File: src/rtl/isc_pkg.sv
// Constants shared by the interrupt status collector
package isc_pkg;
	localparam int ISC_AW = 8;
	localparam int ISC_DW = 32;
	// Register byte addresses
	localparam logic [7:0] ISC_ADDR_OUT_CTRL = 8'h54;
	localparam logic [7:0] ISC_ADDR_STATUS = 8'h58;
	localparam logic [7:0] ISC_ADDR_ENABLE = 8'h5c;
	// Status bit positions
	localparam int ISC_BIT_SOFTWARE = 31;
	localparam int ISC_BIT_READY = 30;
	localparam int ISC_BIT_TIMESTAMP = 29;
	localparam int ISC_BIT_FABRIC = 28;
	localparam int ISC_BIT_PORT2 = 27;
	localparam int ISC_BIT_PORT1 = 26;
	localparam int ISC_BIT_TX_HALT = 25;
	localparam int ISC_BIT_RX_HALT = 24;
	localparam int ISC_BIT_DROP_MID = 23;
	localparam int ISC_BIT_BUF_LOADED = 21;
	localparam int ISC_BIT_RX_XFER = 20;
	localparam int ISC_BIT_TIMER_WRAP = 19;
	localparam int ISC_BIT_POWER = 17;
	localparam int ISC_BIT_TX_STS_OVF = 16;
	localparam int ISC_BIT_OVERSIZE = 15;
	// Write-one-to-clear bits, summaries and reserved bits
	localparam logic [31:0] ISC_W1C_MASK = 32'hc3bb8000;
	localparam logic [31:0] ISC_RO_MASK = 32'h3c000000;
	localparam logic [31:0] ISC_IMPL_MASK = 32'hffbb8000;
	localparam logic [31:0] ISC_STATUS_RESET = 32'h00000000;
	localparam logic [31:0] ISC_ENABLE_RESET = 32'h00000000;
	// Output control register fields
	localparam int ISC_BIT_OUT_EN = 8;
	localparam int ISC_BIT_MASTER = 12;
	localparam logic [31:0] ISC_OUT_CTRL_WMASK = 32'h00000100;
	// Counter and timer values
	localparam int ISC_TIMER_W = 16;
	localparam logic [15:0] ISC_TIMER_ZERO = 16'h0000;
	localparam logic [15:0] ISC_TIMER_MAX = 16'hffff;
	localparam logic [31:0] ISC_RDATA_IDLE = 32'h00000000;
endpackage : isc_pkg

File: src/rtl/isc_collector.sv
// Top-level interrupt status collector with register port
//
// Added by the designer: the strobed register port.
`timescale 1ns/1ns
//
// Behaviour
// Each flag latches its event regardless of its enable bit.
// Writing one to a write-one-to-clear flag clears it.
// Bit 31 sets when software enable bit is set; cleared by one-write.
// Bit 30 sets once device is ready after reset; cleared by one-write.
// Bit 29 mirrors the time-stamp unit pending event, read-only.
// Bit 28 mirrors pending switch fabric events, read-only.
// Bits 27 and 26 mirror port 2 and port 1 transceiver events.
// Bit 25 sets when stop-transmit is set and transmitter halted.
// Bit 24 sets when the receiver reaches its halted state.
// Bit 23 sets when the drop counter crosses into top bit set.
// Bit 21 sets when a notify-marked buffer is fully loaded.
// Bit 20 sets when the programmed receive transfer count completes.
// Bit 19 sets when timer count wraps from zero to maximum.
// Bit 17 sets on power event, independent of wake output enable.
// Bit 17 clears on one-write only after control bits cleared.
// Power flag reaches the request pin without quiet-interval delay.
// Bit 16 sets when the transmit status FIFO overflows.
// Bit 15 sets when an oversize packet is received.
// Master indication is set when any enabled flag is active.
// Output enable clear holds the request pin de-asserted.
// Zero writes, summary and reserved bits are unchanged; reserved read 0.
// A set in the same cycle as a clear wins.
module isc_collector
	import isc_pkg::*;
(
	input wire logic i_clk,
	input wire logic i_resetn,
	input wire logic [ISC_AW-1:0] i_addr,
	input wire logic [ISC_DW-1:0] i_wdata,
	input wire logic i_wr,
	input wire logic i_rd,
	input wire logic i_timestamp_unit_event,
	input wire logic i_fabric_event,
	input wire logic i_second_port_transceiver_event,
	input wire logic i_first_port_transceiver_event,
	input wire logic i_stop_transmit,
	input wire logic i_transmitter_halted,
	input wire logic i_receiver_halted,
	input wire logic i_drop_counter_msb,
	input wire logic i_buffer_loaded,
	input wire logic i_completion_notify_mark,
	input wire logic i_rx_transfer_done,
	input wire logic [ISC_TIMER_W-1:0] i_general_timer_count,
	input wire logic i_power_event,
	input wire logic i_power_mgmt_pending,
	input wire logic i_tx_status_overflow,
	input wire logic i_rx_oversize,
	output logic [ISC_DW-1:0] o_rdata,
	output logic o_master_irq,
	output logic o_irq
);

	logic [31:0] interrupt_status;
	logic [31:0] interrupt_enable;
	logic out_enable;
	logic ready_pending;
	logic tx_halted_seen;
	logic rx_halted_seen;
	logic drop_msb_seen;
	logic [ISC_TIMER_W-1:0] timer_seen;
	logic timer_valid;
	logic [31:0] event_set;
	logic [31:0] host_clear;
	logic [31:0] summary;
	logic [31:0] next_status;
	logic next_master;
	logic wr_status;
	logic wr_enable;
	logic wr_out_ctrl;

	assign wr_status = i_wr && (i_addr == ISC_ADDR_STATUS);
	assign wr_enable = i_wr && (i_addr == ISC_ADDR_ENABLE);
	assign wr_out_ctrl = i_wr && (i_addr == ISC_ADDR_OUT_CTRL);

	// History of source levels for edge detection
	always_ff @(posedge i_clk or negedge i_resetn) begin
		if (!i_resetn) begin
			tx_halted_seen <= 1'b0;
			rx_halted_seen <= 1'b0;
			drop_msb_seen <= 1'b0;
			timer_seen <= ISC_TIMER_ZERO;
			timer_valid <= 1'b0;
		end else begin
			tx_halted_seen <= i_transmitter_halted && i_stop_transmit;
			rx_halted_seen <= i_receiver_halted;
			drop_msb_seen <= i_drop_counter_msb;
			timer_seen <= i_general_timer_count;
			timer_valid <= 1'b1;
		end
	end

	// Ready flag is raised once, on the first cycle after reset release
	always_ff @(posedge i_clk or negedge i_resetn) begin
		if (!i_resetn) begin
			ready_pending <= 1'b1;
		end else begin
			ready_pending <= 1'b0;
		end
	end

	// Enable register; software flag raised by a rising enable bit
	always_ff @(posedge i_clk or negedge i_resetn) begin
		if (!i_resetn) begin
			interrupt_enable <= ISC_ENABLE_RESET;
		end else if (wr_enable) begin
			interrupt_enable <= i_wdata & ISC_IMPL_MASK;
		end
	end

	always_ff @(posedge i_clk or negedge i_resetn) begin
		if (!i_resetn) begin
			out_enable <= 1'b0;
		end else if (wr_out_ctrl) begin
			out_enable <= i_wdata[ISC_BIT_OUT_EN];
		end
	end

	// Event detection; only the software flag reads its enable bit here
	always_comb begin
		event_set = '0;
		event_set[ISC_BIT_SOFTWARE] = wr_enable
			&& i_wdata[ISC_BIT_SOFTWARE]
			&& !interrupt_enable[ISC_BIT_SOFTWARE];
		event_set[ISC_BIT_READY] = ready_pending;
		event_set[ISC_BIT_TX_HALT] = i_stop_transmit
			&& i_transmitter_halted && !tx_halted_seen;
		event_set[ISC_BIT_RX_HALT] = i_receiver_halted
			&& !rx_halted_seen;
		event_set[ISC_BIT_DROP_MID] = i_drop_counter_msb
			&& !drop_msb_seen;
		event_set[ISC_BIT_BUF_LOADED] = i_buffer_loaded
			&& i_completion_notify_mark;
		event_set[ISC_BIT_RX_XFER] = i_rx_transfer_done;
		event_set[ISC_BIT_TIMER_WRAP] = timer_valid
			&& (timer_seen == ISC_TIMER_ZERO)
			&& (i_general_timer_count == ISC_TIMER_MAX);
		event_set[ISC_BIT_POWER] = i_power_event;
		event_set[ISC_BIT_TX_STS_OVF] = i_tx_status_overflow;
		event_set[ISC_BIT_OVERSIZE] = i_rx_oversize;
	end

	// Summary bits follow their sources, so never stored as flags
	always_comb begin
		summary = '0;
		summary[ISC_BIT_TIMESTAMP] = i_timestamp_unit_event;
		summary[ISC_BIT_FABRIC] = i_fabric_event;
		summary[ISC_BIT_PORT2] = i_second_port_transceiver_event;
		summary[ISC_BIT_PORT1] = i_first_port_transceiver_event;
	end

	// Host clears; the power flag resists while control bits pend
	always_comb begin
		host_clear = '0;
		if (wr_status) begin
			host_clear = i_wdata & ISC_W1C_MASK;
		end
		if (i_power_mgmt_pending) begin
			host_clear[ISC_BIT_POWER] = 1'b0;
		end
	end

	// Status bits: summaries follow sources, sticky flags with set winning over clear, reserved zero
	genvar gi;
	generate
		for (gi = 0; gi < ISC_DW; gi++) begin : g_flag
			if (ISC_RO_MASK[gi]) begin : g_sum
				always_ff @(posedge i_clk or negedge i_resetn) begin
					if (!i_resetn) begin
						interrupt_status[gi] <= ISC_STATUS_RESET[gi];
					end else begin
						interrupt_status[gi] <= summary[gi];
					end
				end
			end else if (ISC_W1C_MASK[gi]) begin : g_w1c
				always_ff @(posedge i_clk or negedge i_resetn) begin
					if (!i_resetn) begin
						interrupt_status[gi] <= ISC_STATUS_RESET[gi];
					end else begin
						interrupt_status[gi] <= event_set[gi]
							|| (interrupt_status[gi] && !host_clear[gi]);
					end
				end
			end else begin : g_rsv
				assign interrupt_status[gi] = 1'b0;
			end
		end
	endgenerate

	// Next-cycle view so the master and pin outputs track the flags
	always_comb begin
		next_status = ((interrupt_status & ~host_clear) | event_set)
			& ISC_W1C_MASK;
		next_status = next_status | summary;
		next_master = |(next_status & interrupt_enable);
	end

	// No quiet interval exists here, so the power flag is never delayed
	always_ff @(posedge i_clk or negedge i_resetn) begin
		if (!i_resetn) begin
			o_master_irq <= 1'b0;
			o_irq <= 1'b0;
		end else begin
			o_master_irq <= next_master;
			o_irq <= next_master && out_enable;
		end
	end

	// Read port; unmapped addresses read zero
	always_ff @(posedge i_clk or negedge i_resetn) begin
		if (!i_resetn) begin
			o_rdata <= ISC_RDATA_IDLE;
		end else if (i_rd) begin
			case (i_addr)
				ISC_ADDR_STATUS: o_rdata <= interrupt_status;
				ISC_ADDR_ENABLE: o_rdata <= interrupt_enable;
				ISC_ADDR_OUT_CTRL: begin
					o_rdata <= ISC_RDATA_IDLE;
					o_rdata[ISC_BIT_OUT_EN] <= out_enable;
					o_rdata[ISC_BIT_MASTER] <= o_master_irq;
				end
				default: o_rdata <= ISC_RDATA_IDLE;
			endcase
		end else begin
			o_rdata <= ISC_RDATA_IDLE;
		end
	end

	property p_latch_unmasked;
		@(posedge i_clk) disable iff (!i_resetn)
		(i_rx_oversize && !interrupt_enable[ISC_BIT_OVERSIZE])
			|=> interrupt_status[ISC_BIT_OVERSIZE];
	endproperty
	a_latch_unmasked: assert property (p_latch_unmasked)
		else $error("oversize flag not latched while masked");

	property p_w1c_clear;
		@(posedge i_clk) disable iff (!i_resetn)
		(wr_status && i_wdata[ISC_BIT_RX_HALT]
			&& !event_set[ISC_BIT_RX_HALT])
			|=> !interrupt_status[ISC_BIT_RX_HALT];
	endproperty
	a_w1c_clear: assert property (p_w1c_clear)
		else $error("receiver halted flag survived a one-write");

	property p_sw_set;
		@(posedge i_clk) disable iff (!i_resetn)
		(wr_enable && i_wdata[ISC_BIT_SOFTWARE]
			&& !interrupt_enable[ISC_BIT_SOFTWARE])
			|=> interrupt_status[ISC_BIT_SOFTWARE];
	endproperty
	a_sw_set: assert property (p_sw_set)
		else $error("software flag not raised by enable");

	property p_ready_once;
		@(posedge i_clk) disable iff (!i_resetn)
		$fell(ready_pending) |-> interrupt_status[ISC_BIT_READY];
	endproperty
	a_ready_once: assert property (p_ready_once)
		else $error("ready flag missing after reset");

	property p_summary;
		@(posedge i_clk) disable iff (!i_resetn)
		##1 (interrupt_status[ISC_BIT_FABRIC]
			== $past(i_fabric_event))
		&& (interrupt_status[ISC_BIT_PORT2]
			== $past(i_second_port_transceiver_event));
	endproperty
	a_summary: assert property (p_summary)
		else $error("summary bit does not follow source");

	property p_timer_wrap;
		@(posedge i_clk) disable iff (!i_resetn)
		(timer_valid && timer_seen == ISC_TIMER_ZERO
			&& i_general_timer_count == ISC_TIMER_MAX)
			|=> interrupt_status[ISC_BIT_TIMER_WRAP];
	endproperty
	a_timer_wrap: assert property (p_timer_wrap)
		else $error("timer wrap not flagged");

	property p_power_hold;
		@(posedge i_clk) disable iff (!i_resetn)
		(interrupt_status[ISC_BIT_POWER] && i_power_mgmt_pending)
			|=> interrupt_status[ISC_BIT_POWER];
	endproperty
	a_power_hold: assert property (p_power_hold)
		else $error("power flag cleared while control bits pend");

	property p_master;
		@(posedge i_clk) disable iff (!i_resetn)
		##1 o_master_irq == |(interrupt_status
			& $past(interrupt_enable));
	endproperty
	a_master: assert property (p_master)
		else $error("master indication wrong");

	property p_pin_off;
		@(posedge i_clk) disable iff (!i_resetn)
		(!out_enable) |=> !o_irq;
	endproperty
	a_pin_off: assert property (p_pin_off)
		else $error("request pin asserted while disabled");

	property p_reserved;
		@(posedge i_clk) disable iff (!i_resetn)
		(interrupt_status & ~ISC_IMPL_MASK) == '0;
	endproperty
	a_reserved: assert property (p_reserved)
		else $error("reserved status bit nonzero");

	property p_set_wins;
		@(posedge i_clk) disable iff (!i_resetn)
		(wr_status && i_wdata[ISC_BIT_TX_STS_OVF]
			&& i_tx_status_overflow)
			|=> interrupt_status[ISC_BIT_TX_STS_OVF];
	endproperty
	a_set_wins: assert property (p_set_wins)
		else $error("overflow event lost against clear");

	property p_tx_halt;
		@(posedge i_clk) disable iff (!i_resetn)
		$rose(i_stop_transmit && i_transmitter_halted)
			|=> interrupt_status[ISC_BIT_TX_HALT];
	endproperty
	a_tx_halt: assert property (p_tx_halt)
		else $error("transmitter halt not flagged");

	property p_rx_halt;
		@(posedge i_clk) disable iff (!i_resetn)
		$rose(i_receiver_halted)
			|=> interrupt_status[ISC_BIT_RX_HALT];
	endproperty
	a_rx_halt: assert property (p_rx_halt)
		else $error("receiver halt not flagged");

	property p_drop_mid;
		@(posedge i_clk) disable iff (!i_resetn)
		$rose(i_drop_counter_msb)
			|=> interrupt_status[ISC_BIT_DROP_MID];
	endproperty
	a_drop_mid: assert property (p_drop_mid)
		else $error("drop counter midpoint not flagged");

	property p_buf_loaded;
		@(posedge i_clk) disable iff (!i_resetn)
		(i_buffer_loaded && i_completion_notify_mark)
			|=> interrupt_status[ISC_BIT_BUF_LOADED];
	endproperty
	a_buf_loaded: assert property (p_buf_loaded)
		else $error("loaded buffer notice not flagged");

	property p_rx_xfer;
		@(posedge i_clk) disable iff (!i_resetn)
		i_rx_transfer_done
			|=> interrupt_status[ISC_BIT_RX_XFER];
	endproperty
	a_rx_xfer: assert property (p_rx_xfer)
		else $error("receive transfer completion not flagged");

	property p_power_set;
		@(posedge i_clk) disable iff (!i_resetn)
		i_power_event
			|=> interrupt_status[ISC_BIT_POWER];
	endproperty
	a_power_set: assert property (p_power_set)
		else $error("power event not flagged");

	property p_power_pin;
		@(posedge i_clk) disable iff (!i_resetn)
		(i_power_event && interrupt_enable[ISC_BIT_POWER]
			&& out_enable) |=> o_irq;
	endproperty
	a_power_pin: assert property (p_power_pin)
		else $error("power event delayed on request pin");

	property p_zero_write;
		@(posedge i_clk) disable iff (!i_resetn)
		(wr_status && !i_wdata[ISC_BIT_OVERSIZE]
			&& interrupt_status[ISC_BIT_OVERSIZE])
			|=> interrupt_status[ISC_BIT_OVERSIZE];
	endproperty
	a_zero_write: assert property (p_zero_write)
		else $error("zero write cleared a flag");

endmodule : isc_collector

File: config.mk
export PLATFORM = sky130hd
export DESIGN_NAME = isc_collector
export DESIGN_NICKNAME = d
export VERILOG_FILES = /design/src/rtl/isc_pkg.sv /design/src/rtl/isc_collector.sv
export SDC_FILE = /design/constraint.sdc
export NUM_CORES = 1
export LEC_CHECK = 0
export BUFFER_PORTS_ARGS = -buffer_cell sky130_fd_sc_hd__buf_2
export CORE_MARGIN = 4
export CORE_UTILIZATION = 35
export CTS_CLUSTER_SIZE = 10
export DETAILED_ROUTE_END_ITERATION = 12
export GPL_TIMING_DRIVEN = 1
export RECOVER_POWER = 50
export SYNTH_ARGS = -nofsm -noshare
export SYNTH_HDL_FRONTEND = slang
export SYNTH_SLANG_ARGS = --single-unit
File: constraint.sdc
create_clock -name i_clk -period 2.8 [get_ports i_clk]
set_input_delay 0.56 -clock i_clk [delete_from_list [all_inputs] [get_ports i_clk]]
set_output_delay 0.56 -clock i_clk [all_outputs]
set_load 0.05 [all_outputs]
==> impl_metrics.json <==
{
  "run_status": "complete, but fails checks",
  "synth_cell_types": 41,
  "fmax_mhz": 461,
  "floorplan.initialDensity_pct": 35.8,
  "irDropWorstVdd_mv": 0.287,
  "critPathKind": "in2reg",
  "syn_inst": 240,
  "period_needed_ps": 2170,
  "endpoint_kind": "flop",
  "synth_async_sr_flop_share_pct": 100,
  "cts_buffers": 9,
  "dr.pass1.iters": 4,
  "fin_setup_tns_ps": 0,
  "p_leak_nw": 1.75,
  "p_total_w": 0.00215,
  "final_common_cell": "dfrtp_1",
  "hp-class": "in2reg",
  "grt_pass1_wl_um": 10000,
  "io_buffers": 77,
  "num_rows": 33,
  "cts_tree": "yes",
  "layout_common_cells": "dfrtp_1, buf_2, nor2_1, o21ai_0, conb_1",
  "vias_per_cell": 4.68,
  "clk_pin_slew_worst_paths_ps": 80,
  "hold_viol_final": 0,
  "final_nets": 402,
  "wire_per_inst_um": 14.1,
  "antenna_left": 0,
  "grt_setup_unrepaired": "false",
  "root_buffer": "clkbuf_8",
  "start_kind": "primary input",
  "syn_area_sq_mm": 0.00292,
  "worst_pin_slew_ps": 1540,
  "vias": 2047,
  "synthFlopType": "dfrtp_1",
  "crit_start": "i_addr[1]",
  "coreArea_sq_mm": 0.00818,
  "n_antenna_cell": 0,
  "gp_congestion": 0.734,
  "grt_antenna_before_repair": 0,
  "synth_seq_area_share_pct": 60.8,
  "r2r_start": "timer_seen[8]",
  "violations": "max-capacitance violations, max-slew violations",
  "grt_max_degree": 45,
  "min_period_over_period_pct": 77.5,
  "drive_gt1_share_pct": 32.2,
  "final_area_sq_mm": 0.00361,
  "area_growth_pct": 23.4,
  "grt_overflow": 0,
  "holdCritStartpoint": "i_general_timer_count[6]",
  "ys_ff_latch": 71,
  "cts_setup_buffers": 0,
  "dp_hpwl_um": 4630,
  "drt_iter0_drc": 61,
  "design.die.area_sq_mm": 0.00988,
  "synth_edf_count": 0,
  "setup_viol": 0,
  "slew_headroom_pct": -2.70,
  "clk_latency_ps": 340,
  "cts_hold_buf": 0,
  "drt_wl_total_um": 6180,
  "pre_cts_slack_ps": 293,
  "fp.dieW_um": 99.4,
  "die_y_um": 99.4,
  "fin_skew_ps": 5.56,
  "cap_violations": 1,
  "cts_buffer_depth": 2,
  "grtUsageTotal_pct": 12.9,
  "placed_area_sq_mm": 0.00340,
  "cts-htree-levels": 3,
  "power_density_mw_per_mm2": 596,
  "syn_area_per_cell_sq_um": 12.2,
  "fin_ws_ps": 631,
  "grt_pass1_vias": 2087,
  "crit_path_max_fanout": 7,
  "io_pins": 109,
  "cp.required_ps": 3020,
  "slew_violations": 28,
  "synth_warnings": 0,
  "drc_errors": 0,
  "cts.sinks": 71,
  "fillCellCount": 795,
  "cts_resized": 0,
  "cp.arrival_ps": 2390
}
report_power, final:
part / leakage (nW) / switching, W / internal, W
Combinational: 0.783 / 0.000125 / 0.0000672
Clock: 0.105 / 0.000382 / 0.000502
Sequential: 0.866 / 0.0000155 / 0.00106
cells by family (layout without fill, tap and decap cells):
| group | Yosys count | after routing | share of synthesized area (%) |
|---|---|---|---|
| simple gates | 75 | 75 | 14.0 |
| flops | 71 | 71 | 60.8 |
| compound gates | 36 | 36 | 8.73 |
| mux | 28 | 28 | 10.1 |
| buf+inv | 28 | 105 | 6.03 |
| other cells | 2 | 17 | 0.257 |
critical path: stages:
cell       delay (ps)
buf_2             100
or3b_1            500
nor3_4            430
inv_2              60
a2111oi_1         470
buf_4             200
a21boi_1           50
cell usage after synthesis, drive strengths merged, types with 3 or more instances:
cell / n / area [sq um]
nand4: 4 / 25.0
nor2b: 7 / 43.8
inv: 6 / 22.5
nand2b: 5 / 31.3
nor3: 3 / 26.3
nand2: 14 / 52.6
nor2: 21 / 78.8
buf: 18 / 139
and4: 3 / 26.3
and2: 3 / 18.8
a21o: 6 / 45.0
a21oi: 3 / 18.8
mux2: 13 / 146
o21ai: 18 / 90.1
mux2i: 15 / 150
dfrtp: 70 / 1750
nor4: 6 / 37.5
clkbuf: 4 / 15.0
state kept, by name (all words and copies together), names as in the netlist:
signal            count
interrupt_status     15
tx_halted_seen        1
rx_halted_seen        1
o_rdata              17
drop_msb_seen         1
interrupt_enable     15
out_enable            1
o_master_irq          1
o_irq                 1
timer_seen           16
ready_pending         1
timer_valid           1
layout make-up:
cell class              count  area [sq um]  share of cell area, %
flip-flops and latches     71          1780                   49.3
well taps                 105           131                   3.64
clock inverters             7          97.6                   2.70
inverters                   6          22.5                  0.624
repair buffers             83           429                   11.9
clock buffers               9           124                   3.43
multi-input cells         156          1030                   28.4
path summary, 6_finish.rpt:
kind / to / slack, ps / depth (start not counted)
setup / recovery: o_irq / 630 / 7
hold / removal: timer_seen[6] / 330 / 1
setup reg to reg: o_irq / 960 / 6
hold reg to reg: o_rdata[12] / 490 / 1
max in group asynchronous: ready_pending / 1240 / 2
min in group asynchronous: o_rdata[12] / 590 / 1
per-layer routing:
| metal | vias up | part of all wire, % | global-route usage, % |
|---|---|---|---|
| li1 | 980 | - | - |
| met1 | 996 | 43 | 16.1 |
| met2 | 65 | 49 | 21.6 |
| met3 | 6 | 6.8 | 5.19 |
| met4 | 0 | 0.79 | 2.21 |
| met5 | - | 0 | 0 |
through the flow:
step	util (%)	hold WS (ps)	cells
final	44.1	335	437
after global routing	44.1	313	437
after CTS	44.3	248	437
after detailed placement	41.6	479	421
after global placement	41.6	471	421
after floorplan	-	264	255
(Power assumes the default switching activity.)
